File: config.mk
export PLATFORM = sky130hd
export DESIGN_NAME = boot_config_top
export DESIGN_NICKNAME = d
export VERILOG_FILES = /design/src/logic/boot_cfg_pkg.sv /design/src/logic/decode_if.sv /design/src/logic/addr_decode.sv /design/src/logic/reset_pulse.sv /design/src/logic/boot_config_top.sv
export SDC_FILE = /design/constraint.sdc
export NUM_CORES = 1
export LEC_CHECK = 0
export BUFFER_PORTS_ARGS = -buffer_cell sky130_fd_sc_hd__buf_2
export CAP_MARGIN = 15
export CORE_AREA = 2 2 102 104
export CTS_BUF_LIST = sky130_fd_sc_hd__clkbuf_16
export DETAILED_ROUTE_END_ITERATION = 12
export DIE_AREA = 0 0 104 106
export HOLD_SLACK_MARGIN = 0.03
export PLACE_DENSITY_LB_ADDON = 0.12
export SLEW_MARGIN = 20
export SYNTH_ARGS = -nofsm -noshare
export SYNTH_HDL_FRONTEND = slang
export SYNTH_SLANG_ARGS = --single-unit
File: constraint.sdc
create_clock -name SYS_CLK_IN -period 2.24 [get_ports SYS_CLK_IN]
set_clock_uncertainty 0.05 [all_clocks]
set_input_delay 0.224 -clock SYS_CLK_IN [delete_from_list [all_inputs] [get_ports SYS_CLK_IN]]
set_output_delay 0.224 -clock SYS_CLK_IN [all_outputs]
set_load 0.02 [all_outputs]
File: src/logic/boot_cfg_pkg.sv
// constants, types and bit layout of the boot configuration block
// Contract
// - reset pin release loads config from 00FFF9h
// - test pin low fetches from internal ROM
// - test pin high fetches from external memory
// - reset pulse 4095 or 16 oscillator periods
// - test high first pulse short, low always long
// - pin mode from mode bit, toggle, test pin
// - bus quiet bit floats bus on internal access
// - ROM enable and disable bits select program storage
// - RAM and CPU enable bits gate on-chip blocks
// - fixed on-chip address map for five regions
// - unbacked addresses go external, internal wins overlap
// - disabled RAM, ROM, text RAM decode external
// - static RAM keeps contents through any reset
package boot_cfg_pkg;
  // -------------------------------------------------------
  // address map
  // -------------------------------------------------------
  localparam logic [23:0] CTRL_WORD_ADDR = 24'h00fff9; // control word
  localparam logic [23:0] PRAM_HI = 24'h000fff; // program RAM top
  localparam logic [23:0] IO_LO = 24'h001e00; // i/o registers
  localparam logic [23:0] IO_HI = 24'h001fff;
  localparam logic [23:0] BOOT_LO = 24'h002000; // boot ROM
  localparam logic [23:0] BOOT_HI = 24'h0023ff;
  localparam logic [23:0] PROM_LO = 24'h002400; // program ROM
  localparam logic [23:0] PROM_HI = 24'h019fff;
  localparam logic [23:0] TRAM_LO = 24'h0a0000; // text RAM
  localparam logic [23:0] TRAM_HI = 24'h0a3fff;
  // -------------------------------------------------------
  // configuration register fields
  // -------------------------------------------------------
  localparam int BIT_PULSE_LONG = 7; // reset_pulse_long
  localparam int BIT_TOGGLE = 6; // strap_pin_toggle_enable
  localparam int BIT_QUIET = 5; // ext_bus_quiet_on_internal
  localparam int BIT_MF_NORMAL = 4; // multifunction_pin_normal
  localparam int BIT_FROM_DIS = 3; // factory_rom_disable
  localparam int BIT_ROM_EN = 2; // onchip_rom_enable
  localparam int BIT_RAM_EN = 1; // onchip_ram_enable
  localparam int BIT_CPU_EN = 0; // onchip_cpu_enable
  localparam logic [7:0] CFG_RST = 8'hff; // value before first fetch
  // -------------------------------------------------------
  // apb offsets and timing
  // -------------------------------------------------------
  localparam logic [11:0] OFS_CONFIG = 12'h000; // system_config
  localparam logic [11:0] OFS_STATUS = 12'h004; // boot status
  localparam logic [11:0] PULSE_LONG_CYC = 12'hfff; // 4095 periods
  localparam logic [11:0] PULSE_SHORT_CYC = 12'h010; // 16 periods
  // -------------------------------------------------------
  // types
  // -------------------------------------------------------
  typedef enum logic [2:0] {RG_EXT, RG_PRAM, RG_IO, RG_BOOT, RG_PROM, RG_TRAM} region_e;
  typedef enum logic [1:0] {SRC_CPU_ROM, SRC_TEST_ROM, SRC_EXT} src_e;
  typedef enum logic [1:0] {ST_HOLD = 2'b00, ST_FETCH = 2'b01, ST_RUN = 2'b11} boot_e;
endpackage

File: src/logic/decode_if.sv
// interface between the top and the address decoder
`timescale 1ns/1ps
`default_nettype none
interface decode_if;
  logic [23:0] addr; // cpu address
  logic ram_en; // program RAM enabled
  logic rom_en; // program ROM enabled
  logic tram_en; // text RAM out of standby
  boot_cfg_pkg::region_e region; // decoded target
  modport req (output addr, ram_en, rom_en, tram_en, input region);
  modport dec (input addr, ram_en, rom_en, tram_en, output region);
endinterface
`default_nettype wire

File: src/logic/addr_decode.sv
// combinational decoder of cpu addresses into on-chip regions
`timescale 1ns/1ps
`default_nettype none
module addr_decode (
  decode_if.dec d // address in, region out
);
  // -------------------------------------------------------
  // region select, internal segments first
  // -------------------------------------------------------
  always_comb begin
    d.region = boot_cfg_pkg::RG_EXT;
    if (d.addr <= boot_cfg_pkg::PRAM_HI && d.ram_en) begin
      d.region = boot_cfg_pkg::RG_PRAM;
    end else if (d.addr >= boot_cfg_pkg::IO_LO && d.addr <= boot_cfg_pkg::IO_HI) begin
      d.region = boot_cfg_pkg::RG_IO;
    end else if (d.addr >= boot_cfg_pkg::BOOT_LO && d.addr <= boot_cfg_pkg::BOOT_HI && d.rom_en) begin
      d.region = boot_cfg_pkg::RG_BOOT;
    end else if (d.addr >= boot_cfg_pkg::PROM_LO && d.addr <= boot_cfg_pkg::PROM_HI && d.rom_en) begin
      d.region = boot_cfg_pkg::RG_PROM;
    end else if (d.addr >= boot_cfg_pkg::TRAM_LO && d.addr <= boot_cfg_pkg::TRAM_HI && d.tram_en) begin
      d.region = boot_cfg_pkg::RG_TRAM;
    end
  end
endmodule
`default_nettype wire

File: src/logic/reset_pulse.sv
// timer that holds the reset pin low for a long or short pulse
`timescale 1ns/1ps
`default_nettype none
module reset_pulse (
  input wire logic clk_in, // oscillator clock
  input wire logic rst_in, // async reset, high
  input wire logic start_in, // begin a pulse
  input wire logic long_in, // long pulse when high
  output logic active_out // pulse running
);
  logic [11:0] cnt_q; // cycles left
  logic [11:0] cnt_d;
  logic active_q;
  logic active_d;
  logic long_q; // helper: length of running pulse
  logic long_d;
  logic [11:0] len_q; // helper: cycles seen so far
  logic [11:0] len_d;
  // -------------------------------------------------------
  // next-state of the countdown
  // -------------------------------------------------------
  always_comb begin
    cnt_d = cnt_q;
    active_d = active_q;
    long_d = long_q;
    len_d = active_q ? len_q + 12'h001 : 12'h000;
    if (start_in && !active_q) begin // load length
      cnt_d = long_in ? boot_cfg_pkg::PULSE_LONG_CYC : boot_cfg_pkg::PULSE_SHORT_CYC;
      active_d = 1'b1;
      long_d = long_in;
    end else if (active_q) begin // count down
      cnt_d = cnt_q - 12'h001;
      if (cnt_q == 12'h001) begin
        active_d = 1'b0;
      end
    end
  end
  // -------------------------------------------------------
  // registers
  // -------------------------------------------------------
  always_ff @(posedge clk_in or posedge rst_in) begin
    if (rst_in) begin
      cnt_q <= 12'h000;
      active_q <= 1'b0;
      long_q <= 1'b0;
      len_q <= 12'h000;
    end else begin
      cnt_q <= cnt_d;
      active_q <= active_d;
      long_q <= long_d;
      len_q <= len_d;
    end
  end
  assign active_out = active_q;
  // -------------------------------------------------------
  // checks
  // -------------------------------------------------------
  property p_pulse_len;
    @(posedge clk_in) disable iff (rst_in)
    $fell(active_q) |-> len_q == (long_q ? boot_cfg_pkg::PULSE_LONG_CYC : boot_cfg_pkg::PULSE_SHORT_CYC);
  endproperty
  a_pulse_len: assert property (p_pulse_len) else $error("reset pulse length wrong");
endmodule
`default_nettype wire

File: src/logic/boot_config_top.sv
// boot configuration loader, config register and memory decode
//
// Our own choices: the placing of the registers and the APB register port.
`timescale 1ns/1ps
`default_nettype none
module boot_config_top (
  input wire logic SYS_CLK_IN, // oscillator clock, 250 MHz
  input wire logic RST_IN, // power-on reset, async high
  input wire logic PSEL_IN, // apb select
  input wire logic PENABLE_IN, // apb enable
  input wire logic PWRITE_IN, // apb direction
  input wire logic [11:0] PADDR_IN, // apb byte address
  input wire logic [31:0] PWDATA_IN, // apb write data
  output logic [31:0] PRDATA_OUT, // apb read data
  output logic PREADY_OUT, // apb ready
  output logic PSLVERR_OUT, // apb error
  input wire logic RESET_PIN_IN, // reset pin level
  output logic RESET_PIN_OUT, // reset pin value, always low
  output logic RESET_PIN_OE_N_OUT, // low while pulling pin low
  input wire logic TEST_PIN_IN, // test strap pin
  input wire logic INT_RESET_REQ_IN, // internal reset source
  output logic FETCH_REQ_OUT, // control word read request
  output logic FETCH_EXT_OUT, // read from external memory
  output logic [23:0] FETCH_ADDR_OUT, // control word address
  input wire logic FETCH_ACK_IN, // control word valid
  input wire logic [7:0] FETCH_DATA_IN, // control word
  input wire logic CPU_ACC_IN, // cpu memory access
  input wire logic CPU_WR_IN, // cpu write
  input wire logic [23:0] CPU_ADDR_IN, // cpu address
  input wire logic TEXT_RAM_ON_IN, // text RAM standby control
  output logic [2:0] REGION_OUT, // decoded region
  output logic EXT_SEL_OUT, // access goes external
  output logic EXT_BUS_OE_N_OUT, // low drives data and strobes
  output logic EXT_WRITE_STROBE_N_OUT, // external write strobe
  output logic EXT_OUTPUT_ENABLE_N_OUT, // external read strobe
  output logic MF_PIN_NORMAL_OUT, // multi-function pins normal
  output logic [1:0] PROG_SRC_OUT, // program storage source
  output logic ONCHIP_RAM_EN_OUT, // on-chip RAM enable
  output logic ONCHIP_CPU_EN_OUT, // on-chip CPU enable
  output logic CPU_HOLD_OUT // cpu held until config loaded
);
  // -------------------------------------------------------
  // declarations
  // -------------------------------------------------------
  logic rpin_m_q; // reset pin sync stage 1
  logic rpin_s_q; // reset pin sync stage 2
  logic test_m_q; // test pin sync stage 1
  logic test_s_q; // test pin sync stage 2
  boot_cfg_pkg::boot_e st_q; // boot state
  boot_cfg_pkg::boot_e st_d;
  logic [7:0] cfg_q; // system_config
  logic [7:0] cfg_d;
  logic strap_q; // test pin caught at release
  logic strap_d;
  logic first_done_q; // a pulse since power-on
  logic first_done_d;
  logic fetch_req_q;
  logic fetch_req_d;
  logic hold_q; // cpu held until config loaded
  logic hold_d;
  logic pulse_active; // reset pulse running
  logic pulse_start; // start a pulse
  logic pulse_long; // chosen length
  logic apb_access; // access phase, not yet ready
  logic apb_fire; // transfer completes this edge
  logic cfg_wr; // software write to config
  logic [31:0] prdata_d;
  logic pready_d;
  logic pslverr_d;
  logic [31:0] prdata_q;
  logic pready_q;
  logic pslverr_q;
  logic internal_acc; // access hits an on-chip region
  logic [2:0] region_d;
  logic ext_sel_d;
  logic bus_oe_n_d;
  logic wr_n_d;
  logic oe_n_d;
  logic mf_d;
  logic [1:0] src_d;
  logic [2:0] region_q;
  logic ext_sel_q;
  logic bus_oe_n_q;
  logic wr_n_q;
  logic oe_n_q;
  logic mf_q;
  logic [1:0] src_q;
  logic ram_en_q;
  logic cpu_en_q;
  decode_if dif ();
  // -------------------------------------------------------
  // pin synchronisers
  // -------------------------------------------------------
  always_ff @(posedge SYS_CLK_IN or posedge RST_IN) begin
    if (RST_IN) begin
      rpin_m_q <= 1'b0;
      rpin_s_q <= 1'b0;
      test_m_q <= 1'b0;
      test_s_q <= 1'b0;
    end else begin
      rpin_m_q <= RESET_PIN_IN;
      rpin_s_q <= rpin_m_q;
      test_m_q <= TEST_PIN_IN;
      test_s_q <= test_m_q;
    end
  end
  // -------------------------------------------------------
  // reset pulse on the pin
  // -------------------------------------------------------
  assign pulse_start = INT_RESET_REQ_IN && !pulse_active;
  // short first pulse with test high, long always with test low
  assign pulse_long = !test_s_q || (first_done_q && cfg_q[boot_cfg_pkg::BIT_PULSE_LONG]);
  reset_pulse i_reset_pulse (
    .clk_in(SYS_CLK_IN),
    .rst_in(RST_IN),
    .start_in(pulse_start),
    .long_in(pulse_long),
    .active_out(pulse_active)
  );
  assign RESET_PIN_OUT = 1'b0; // open drain, only pulls low
  assign RESET_PIN_OE_N_OUT = !pulse_active;
  // -------------------------------------------------------
  // apb decode
  // -------------------------------------------------------
  assign apb_access = PSEL_IN && PENABLE_IN && !pready_q;
  assign apb_fire = PSEL_IN && PENABLE_IN && pready_q;
  assign cfg_wr = apb_fire && PWRITE_IN && PADDR_IN == boot_cfg_pkg::OFS_CONFIG;
  // -------------------------------------------------------
  // boot state machine and config register, next state
  // -------------------------------------------------------
  always_comb begin
    st_d = st_q;
    cfg_d = cfg_q;
    strap_d = strap_q;
    first_done_d = first_done_q || pulse_start;
    unique case (st_q)
      boot_cfg_pkg::ST_HOLD: begin // wait for pin release
        if (rpin_s_q) begin
          st_d = boot_cfg_pkg::ST_FETCH;
          strap_d = test_s_q;
        end
      end
      boot_cfg_pkg::ST_FETCH: begin // read control word
        if (FETCH_ACK_IN) begin
          cfg_d = FETCH_DATA_IN;
          st_d = boot_cfg_pkg::ST_RUN;
        end
      end
      boot_cfg_pkg::ST_RUN: begin // normal operation
        if (cfg_wr) begin
          cfg_d = PWDATA_IN[7:0];
        end
      end
      default: begin // illegal code
        st_d = boot_cfg_pkg::ST_HOLD;
      end
    endcase
    if (!rpin_s_q) begin // pin low restarts the load
      st_d = boot_cfg_pkg::ST_HOLD;
    end
    fetch_req_d = st_d == boot_cfg_pkg::ST_FETCH;
    hold_d = st_d != boot_cfg_pkg::ST_RUN;
  end
  // -------------------------------------------------------
  // boot state machine registers
  // -------------------------------------------------------
  always_ff @(posedge SYS_CLK_IN or posedge RST_IN) begin
    if (RST_IN) begin
      st_q <= boot_cfg_pkg::ST_HOLD;
      cfg_q <= boot_cfg_pkg::CFG_RST;
      strap_q <= 1'b0;
      first_done_q <= 1'b0;
      fetch_req_q <= 1'b0;
      hold_q <= 1'b1;
    end else begin
      st_q <= st_d;
      cfg_q <= cfg_d;
      strap_q <= strap_d;
      first_done_q <= first_done_d;
      fetch_req_q <= fetch_req_d;
      hold_q <= hold_d;
    end
  end
  assign FETCH_REQ_OUT = fetch_req_q;
  assign FETCH_EXT_OUT = strap_q;
  assign FETCH_ADDR_OUT = boot_cfg_pkg::CTRL_WORD_ADDR;
  assign CPU_HOLD_OUT = hold_q;
  // -------------------------------------------------------
  // apb slave, next values
  // -------------------------------------------------------
  always_comb begin
    pready_d = apb_access; // one wait state
    pslverr_d = 1'b0;
    prdata_d = prdata_q;
    if (apb_access) begin
      prdata_d = 32'h00000000;
      if (PADDR_IN == boot_cfg_pkg::OFS_CONFIG) begin // config
        prdata_d[7:0] = cfg_q;
      end else if (PADDR_IN == boot_cfg_pkg::OFS_STATUS) begin // status
        prdata_d[5:0] = {pulse_active, first_done_q, mf_q, strap_q, st_q};
      end else begin // unmapped
        pslverr_d = 1'b1;
      end
    end
  end
  // -------------------------------------------------------
  // apb slave registers
  // -------------------------------------------------------
  always_ff @(posedge SYS_CLK_IN or posedge RST_IN) begin
    if (RST_IN) begin
      prdata_q <= 32'h00000000;
      pready_q <= 1'b0;
      pslverr_q <= 1'b0;
    end else begin
      prdata_q <= prdata_d;
      pready_q <= pready_d;
      pslverr_q <= pslverr_d;
    end
  end
  assign PRDATA_OUT = prdata_q;
  assign PREADY_OUT = pready_q;
  assign PSLVERR_OUT = pslverr_q;
  // -------------------------------------------------------
  // address decode and bus control, next values
  // -------------------------------------------------------
  assign dif.addr = CPU_ADDR_IN;
  assign dif.ram_en = cfg_q[boot_cfg_pkg::BIT_RAM_EN];
  assign dif.rom_en = cfg_q[boot_cfg_pkg::BIT_ROM_EN];
  assign dif.tram_en = TEXT_RAM_ON_IN;
  addr_decode i_addr_decode (
    .d(dif.dec)
  );
  assign internal_acc = dif.region != boot_cfg_pkg::RG_EXT;
  always_comb begin
    region_d = region_q;
    ext_sel_d = 1'b0;
    bus_oe_n_d = 1'b0; // bus driven by default
    wr_n_d = 1'b1;
    oe_n_d = 1'b1;
    if (CPU_ACC_IN) begin // live access
      region_d = dif.region;
      ext_sel_d = !internal_acc;
      bus_oe_n_d = internal_acc && cfg_q[boot_cfg_pkg::BIT_QUIET];
      wr_n_d = internal_acc || !CPU_WR_IN;
      oe_n_d = internal_acc || CPU_WR_IN;
    end
    mf_d = cfg_q[boot_cfg_pkg::BIT_MF_NORMAL] || (cfg_q[boot_cfg_pkg::BIT_TOGGLE] && test_s_q);
    if (!cfg_q[boot_cfg_pkg::BIT_ROM_EN]) begin
      src_d = boot_cfg_pkg::SRC_EXT;
    end else if (cfg_q[boot_cfg_pkg::BIT_FROM_DIS]) begin
      src_d = boot_cfg_pkg::SRC_CPU_ROM;
    end else begin
      src_d = boot_cfg_pkg::SRC_TEST_ROM;
    end
  end
  // -------------------------------------------------------
  // decode and pin-mode registers; RAM contents never cleared here
  // -------------------------------------------------------
  always_ff @(posedge SYS_CLK_IN or posedge RST_IN) begin
    if (RST_IN) begin
      region_q <= boot_cfg_pkg::RG_EXT;
      ext_sel_q <= 1'b0;
      bus_oe_n_q <= 1'b0;
      wr_n_q <= 1'b1;
      oe_n_q <= 1'b1;
      mf_q <= 1'b1;
      src_q <= boot_cfg_pkg::SRC_CPU_ROM;
      ram_en_q <= 1'b1;
      cpu_en_q <= 1'b1;
    end else begin
      region_q <= region_d;
      ext_sel_q <= ext_sel_d;
      bus_oe_n_q <= bus_oe_n_d;
      wr_n_q <= wr_n_d;
      oe_n_q <= oe_n_d;
      mf_q <= mf_d;
      src_q <= src_d;
      ram_en_q <= cfg_q[boot_cfg_pkg::BIT_RAM_EN];
      cpu_en_q <= cfg_q[boot_cfg_pkg::BIT_CPU_EN];
    end
  end
  assign REGION_OUT = region_q;
  assign EXT_SEL_OUT = ext_sel_q;
  assign EXT_BUS_OE_N_OUT = bus_oe_n_q;
  assign EXT_WRITE_STROBE_N_OUT = wr_n_q;
  assign EXT_OUTPUT_ENABLE_N_OUT = oe_n_q;
  assign MF_PIN_NORMAL_OUT = mf_q;
  assign PROG_SRC_OUT = src_q;
  assign ONCHIP_RAM_EN_OUT = ram_en_q;
  assign ONCHIP_CPU_EN_OUT = cpu_en_q;
  // -------------------------------------------------------
  // checks
  // -------------------------------------------------------
  property p_release_fetch;
    @(posedge SYS_CLK_IN) disable iff (RST_IN)
    (st_q == boot_cfg_pkg::ST_HOLD && rpin_s_q) |=> (st_q == boot_cfg_pkg::ST_FETCH && FETCH_REQ_OUT);
  endproperty
  a_release_fetch: assert property (p_release_fetch) else $error("no fetch after release");
  property p_fetch_int;
    @(posedge SYS_CLK_IN) disable iff (RST_IN)
    (st_q == boot_cfg_pkg::ST_HOLD && rpin_s_q && !test_s_q) |=> !FETCH_EXT_OUT;
  endproperty
  a_fetch_int: assert property (p_fetch_int) else $error("fetch not internal");
  property p_fetch_load;
    @(posedge SYS_CLK_IN) disable iff (RST_IN)
    (st_q == boot_cfg_pkg::ST_FETCH && FETCH_ACK_IN && rpin_s_q) |=> cfg_q == $past(FETCH_DATA_IN);
  endproperty
  a_fetch_load: assert property (p_fetch_load) else $error("control word not loaded");
  property p_long_when_low;
    @(posedge SYS_CLK_IN) disable iff (RST_IN)
    (pulse_start && !test_s_q) |-> pulse_long;
  endproperty
  a_long_when_low: assert property (p_long_when_low) else $error("short pulse with test low");
  property p_mf_mode;
    @(posedge SYS_CLK_IN) disable iff (RST_IN)
    ##1 MF_PIN_NORMAL_OUT == ($past(cfg_q[4]) || ($past(cfg_q[6]) && $past(test_s_q)));
  endproperty
  a_mf_mode: assert property (p_mf_mode) else $error("pin mode wrong");
  property p_quiet;
    @(posedge SYS_CLK_IN) disable iff (RST_IN)
    (CPU_ACC_IN && internal_acc && cfg_q[boot_cfg_pkg::BIT_QUIET]) |=> EXT_BUS_OE_N_OUT && !EXT_SEL_OUT;
  endproperty
  a_quiet: assert property (p_quiet) else $error("bus not floated");
  property p_src;
    @(posedge SYS_CLK_IN) disable iff (RST_IN)
    !cfg_q[boot_cfg_pkg::BIT_ROM_EN] |=> PROG_SRC_OUT == boot_cfg_pkg::SRC_EXT;
  endproperty
  a_src: assert property (p_src) else $error("storage not external");
  property p_pram;
    @(posedge SYS_CLK_IN) disable iff (RST_IN)
    (CPU_ACC_IN && CPU_ADDR_IN <= 24'h000fff) |=> REGION_OUT == ($past(cfg_q[1]) ? 3'h1 : 3'h0);
  endproperty
  a_pram: assert property (p_pram) else $error("program RAM decode wrong");
  property p_sw_write;
    @(posedge SYS_CLK_IN) disable iff (RST_IN)
    (cfg_wr && st_q == boot_cfg_pkg::ST_RUN && rpin_s_q) |=> ##1 ONCHIP_CPU_EN_OUT == $past(PWDATA_IN[0], 2);
  endproperty
  a_sw_write: assert property (p_sw_write) else $error("config write lost");
endmodule
`default_nettype wire

# Word-level counts from Yosys, hierarchy flattened
# Cells that the tools add are included.
dict set report op_classes {
  n_mux 29
  magnitude_cmp 9
  n_addsub 1
  n_eq_ne 8
  reduce_logical 35
}
# operator count
set ops {}
lappend ops {{greater-or-equal comparator 24 x 14 -> 1 bit (second input constant)} 2}
lappend ops {{2-to-1 mux 12 bit} 3}
lappend ops {{greater-or-equal comparator 24 x 13 -> 1 bit (second input constant)} 1}
lappend ops {{greater-or-equal comparator 24 x 20 -> 1 bit (second input constant)} 1}
lappend ops {{<= comparator 24 x 12 -> 1 bit (second input constant)} 1}
lappend ops {{<= comparator 24 x 13 -> 1 bit (second input constant)} 1}
lappend ops {{<= comparator 24 x 14 -> 1 bit (second input constant)} 1}
lappend ops {{<= comparator 24 x 17 -> 1 bit (second input constant)} 1}
lappend ops {{<= comparator 24 x 20 -> 1 bit (second input constant)} 1}
lappend ops {{logical AND 1 bit} 18}
lappend ops {{2-to-1 mux 8 bit} 2}
lappend ops {{case mux 8 bit (2 select lines)} 1}
lappend ops {{2-to-1 mux 3 bit} 5}
lappend ops {{equality test 12 x 1 -> 1 bit (second input constant)} 1}
lappend ops {{equality test 12 x 3 -> 1 bit (second input constant)} 1}
lappend ops {{logical NOT 12 bit} 1}
lappend ops {{2-to-1 mux 6 bit} 2}
lappend ops {{subtractor 12 x 1 -> 12 bit (second input constant)} 1}
lappend ops {{2-to-1 mux 1 bit} 11}
lappend ops {{2-to-1 mux 2 bit} 4}
lappend ops {{inequality test 2 bit (second input constant)} 3}
lappend ops {{case mux 2 bit (3 select lines)} 1}
lappend ops {{logical NOT 1 bit} 5}
lappend ops {{logical OR 1 bit} 5}
lappend ops {{7 further kinds} 9}
dict set report word_totals {
  output_inout_bits 75
  regBits 53
  elab_cells 106
  inputBits 88
}

# Longest topological paths before layout
dict set report depth {
  ltp_word 11
  mapped_depth 7
}

# Modules after synthesis
# From an unflattened synthesis, not the netlist that was laid out.
dict set report unflattened {
  hier_cells 277
  area_unflattened_um2 2929.1
}
# module cells_per_inst seq_area_each_um2 instances area_per_inst_um2
set by_module_without_submodules {}
lappend by_module_without_submodules {boot_config_top 174 1018.5 1 1993.2}
lappend by_module_without_submodules {reset_pulse 84 325.3 1 808.3}
lappend by_module_without_submodules {addr_decode 19 0.0 1 127.6}

# Worst setup path after synthesis
# No wires, ideal clock.
dict set report synth_timing {
  kind {reg2reg}
  from {register i_reset_pulse.cnt_q[0]}
  to {register i_reset_pulse.cnt_q[10]}
  n_path_buf 0
  period_less_slack_ps 1702
  stages_incl_launch_ff 7
  slack_ps 538
  setup_ps 124
  arrival_ps 1528
  cell_sequence {dfrtp_1 inv_1 ha_1 nor3b_4 nand4b_1 a21o_1 a211o_1}
}
dict set report synth_between {
  elab_chain_cells 3
}
# item line_no
set synth_rtl {}
lappend synth_rtl {{start, declared} reset_pulse.sv:11} ;# logic [11:0] cnt_q;
lappend synth_rtl {{start signal, assigned} reset_pulse.sv:48} ;# cnt_q <= cnt_d;
lappend synth_rtl {{subtractor 12 x 1 -> 12 bit} reset_pulse.sv:32} ;# cnt_d = cnt_q - 12'h001;
lappend synth_rtl {{2-to-1 mux 12 bit} reset_pulse.sv:31} ;# end else if (active_q) begin
lappend synth_rtl {{2-to-1 mux 12 bit} reset_pulse.sv:27} ;# if (start_in && !active_q) begin
# No other way between the ends. The select of a mux whose other input is x is not followed.
# A chain may end at the register's enable or synchronous reset.

# Worst setup path in the final report
# Ends and elaborated chain as after synthesis.

==> flow_metrics.tcl <==
set metrics [dict create \
    nets 452 \
    swShare_pct 32.2 \
    cts_root_buffer "clkbuf_16" \
    die_width_um 104 \
    outcome "complete, no violations" \
    antenna_found_initial 0 \
    htreeDepth 2 \
    clkLatencyLatePin_ps 290 \
    core-area_mm2 0.0100 \
    vias 2144 \
    grt_pass1_vias 2114 \
    num_rows 37 \
    dpl.hpwl_mm 4.77 \
    wl_per_cell_um 12.7 \
    post-route-period-util_pct 78.1 \
    vdd_drop_max_mv 0.309 \
    pwr-share-clk_pct 30.4 \
    synth_area_mm2 0.00293 \
    ant_nets 0 \
    cp_data_required_time_ps 2370 \
    cp_max_fo 6 \
    yosysUniqueCellTypes 53 \
    grt_max_degree 35 \
    post_cts_buffers 0 \
    period_minus_slack_ps 1750 \
    post-route-drc-count 0 \
    finalWirelength_mm 6.34 \
    setup_violations 0 \
    die_h_um 106 \
    worstSetupPathType "flop to flop" \
    antenna_cells 0 \
    clock_sinks 53 \
    synth.top_cell.area_share_pct 33.3 \
    first_pass_iters 4 \
    finalSetupTns_ps 0 \
    seqPwrFrac_pct 46.0 \
    synth-seq-cells 53 \
    drive_above_1_share_pct 36.4 \
    clock_tree.buffer_depth 2 \
    fin_cells 499 \
    start_util_pct 29.3 \
    die_area_mm2 0.0110 \
    synthFlopType "dfrtp_1" \
    p_leak_nw 1.74 \
    synthTopCellsByArea "dfrtp_1 (33%), buf_4 (13%), dfstp_2 (13%)" \
    drt_iter0_markers 95 \
    end_kind "flop" \
    p_comb_share_pct 23.6 \
    synth.avg_cell_area_um2 10.6 \
    synth_top_cell_by_area "dfrtp_1" \
    netlist_instances 277 \
    place_inst 488 \
    maxCapViolations 0 \
    ys_seq_area_share_pct 45.9 \
    max_freq_ghz 0.572 \
    num_io_pins 163 \
    gp_congestion 0.786 \
    cp-start-kind "flop" \
    synth_warnings 0 \
    io_buffers 80 \
    gr-total-overflow 0 \
    async_reset_ff_share_pct 100 \
    grt_pass1_wl_mm 10.7 \
    areaGrowthSynthToFinish_pct 20.0 \
    cp.arrival_ps 1880 \
    grt.total_usage_pct 11.9 \
    nFillCells 1036 \
    grt_setup_unrepaired "false" \
    report.final.slew_viol_count 0 \
    p_switching_w 0.000953 \
    cts.clk_slew.worst_paths_ps 70 \
    finalHoldViolations 0 \
    hold_path_class "input pin to flop" \
    synth_edf_count 0 \
    p_int_w 0.00201 \
    pwr_density_cell_mw_per_mm2 842 \
    cts_buffers 5 \
    vias_per_cell 4.30 \
    cts_tree "built" \
]
[power groups by stage]
stage	Sequential, W	Clock [W]	Combinational, W
5_1_grt	0.00140	0.000979	0.000782
2_1_floorplan	0.00137	0	0.000550
3_5_place_dp	0.00138	0	0.000696
6_report	0.00136	0.000900	0.000698
4_1_cts	0.00136	0.000938	0.000703
3_3_place_gp	0.00138	0	0.000682
[Yosys cell counts, drive strengths merged, types with 2 or more instances]
cell and instances:
dfrtp 39, mux2i 9, a21o 4, nor2 15, dfstp 14, nand4 6
clkbuf 4, nand4b 2, nor4 5, nor2b 2, conb 2, inv 13
or3 2, a22o 3, buf 52, a21oi 10, nor3 6, a31oi 5
o211ai 4, mux2 15, nand2b 5, o311ai 3, and3 2, xor2 2
nand2 18, ha 2, nand3 6, o21ai 13
[layout by cell type (no fill, tap or decap), types with 9 or more instances in the layout]
master,instances
buf_2,80
conb_1,49
dfrtp_1,39
nand2_1,17
dfstp_2,14
nor2_1,14
o21ai_1,13
inv_1,10
a21oi_1,9
mux2i_1,9
[layer usage]
metal | track usage, % | wire [um] | part of all wire (%) | vias up
li1 | - | - | - | 1043
met1 | 16.3 | 3080 | 49 | 1002
met2 | 19.1 | 2770 | 44 | 89
met3 | 1.90 | 347 | 5.5 | 10
met4 | 4.54 | 140 | 2.2 | 0
met5 | 0 | 0 | 0 | -
[layout make-up]
type                    count  area (um^2)  area share [%]
flip-flops and latches     53         1340            38.2
multi-input cells         202         1310            37.1
repair buffers             87          473            13.5
well taps                 136          170            4.84
clock buffers               5          125            3.56
inverters                  13         48.8            1.39
clock inverters             3         47.5            1.35
[flip-flops by register name, summed over array words and instances (netlist names), 2 cells and up]
signal               flops
st_q                     2
PROG_SRC_OUT             2
REGION_OUT               3
i_reset_pulse.cnt_q     12
cfg_q                    8
PRDATA_OUT               8
[path summary, 6_finish.rpt]
path,startpoint,end,slack [ps],cells after the start
min in group asynchronous,RST_IN,REGION_OUT[1]$_DFFE_PP0P_,450,3
max in group asynchronous,RST_IN,cfg_q[1]$_DFFE_PP1P_,1070,4
worst max register to register,i_reset_pulse.cnt_q[0]$_DFFE_PP0P_,i_reset_pulse.cnt_q[10]$_DFFE_PP0P_,490,6
worst min register to register,rpin_m_q$_DFF_PP0_,rpin_s_q$_DFF_PP0_,310,0
worst min-delay path,CPU_WR_IN,EXT_WRITE_STROBE_N_OUT$_DFF_PP1_,50,2
worst max-delay path,i_reset_pulse.cnt_q[0]$_DFFE_PP0P_,i_reset_pulse.cnt_q[10]$_DFFE_PP0P_,490,6
[cells by family (layout without fill, tap and decap cells)]
| group | after synthesis | in the layout | synth area share (%) |
|---|---|---|---|
| AO/OA/AOI/OAI | 52 | 52 | 12.3 |
| AND/OR/NAND/NOR | 73 | 73 | 14.8 |
| multiplexers | 24 | 24 | 9.74 |
| buffers and inverters | 69 | 108 | 15.6 |
| other | 2 | 49 | 0.257 |
| flip-flops | 53 | 53 | 45.9 |
| adder cells (fa/ha/maj) | 2 | 2 | 0.855 |
| XOR/XNOR | 2 | 2 | 0.598 |
[through the flow]
stage	total power, W	area, um^2	hold WS (ps)	util [%]	worst slack [ps]
after global placement	0.00206	3310	225	33.1	470
after floorplan	0.00192	3100	205	-	538
after detailed placement	0.00207	3310	216	33.1	496
final	0.00296	3510	52.3	35.1	491
after CTS	0.00300	3510	50.4	35.1	466
after global routing	0.00316	3510	67.9	35.1	350
[critical path, stage by stage (launching register included)]
cell and delay, ps:
dfrtp_1 460, inv_1 90, ha_1 200, nor3b_4 220, nand4b_1 140, a21o_1 210
a211o_1 280
[what timing repair did]
item / 4_1_cts / 5_1_grt
gates resized for setup: 0 / 0
endpoints found under the hold margin: 19 / 0
hold buffers: 3 / 0
(Power assumes the default switching activity.)
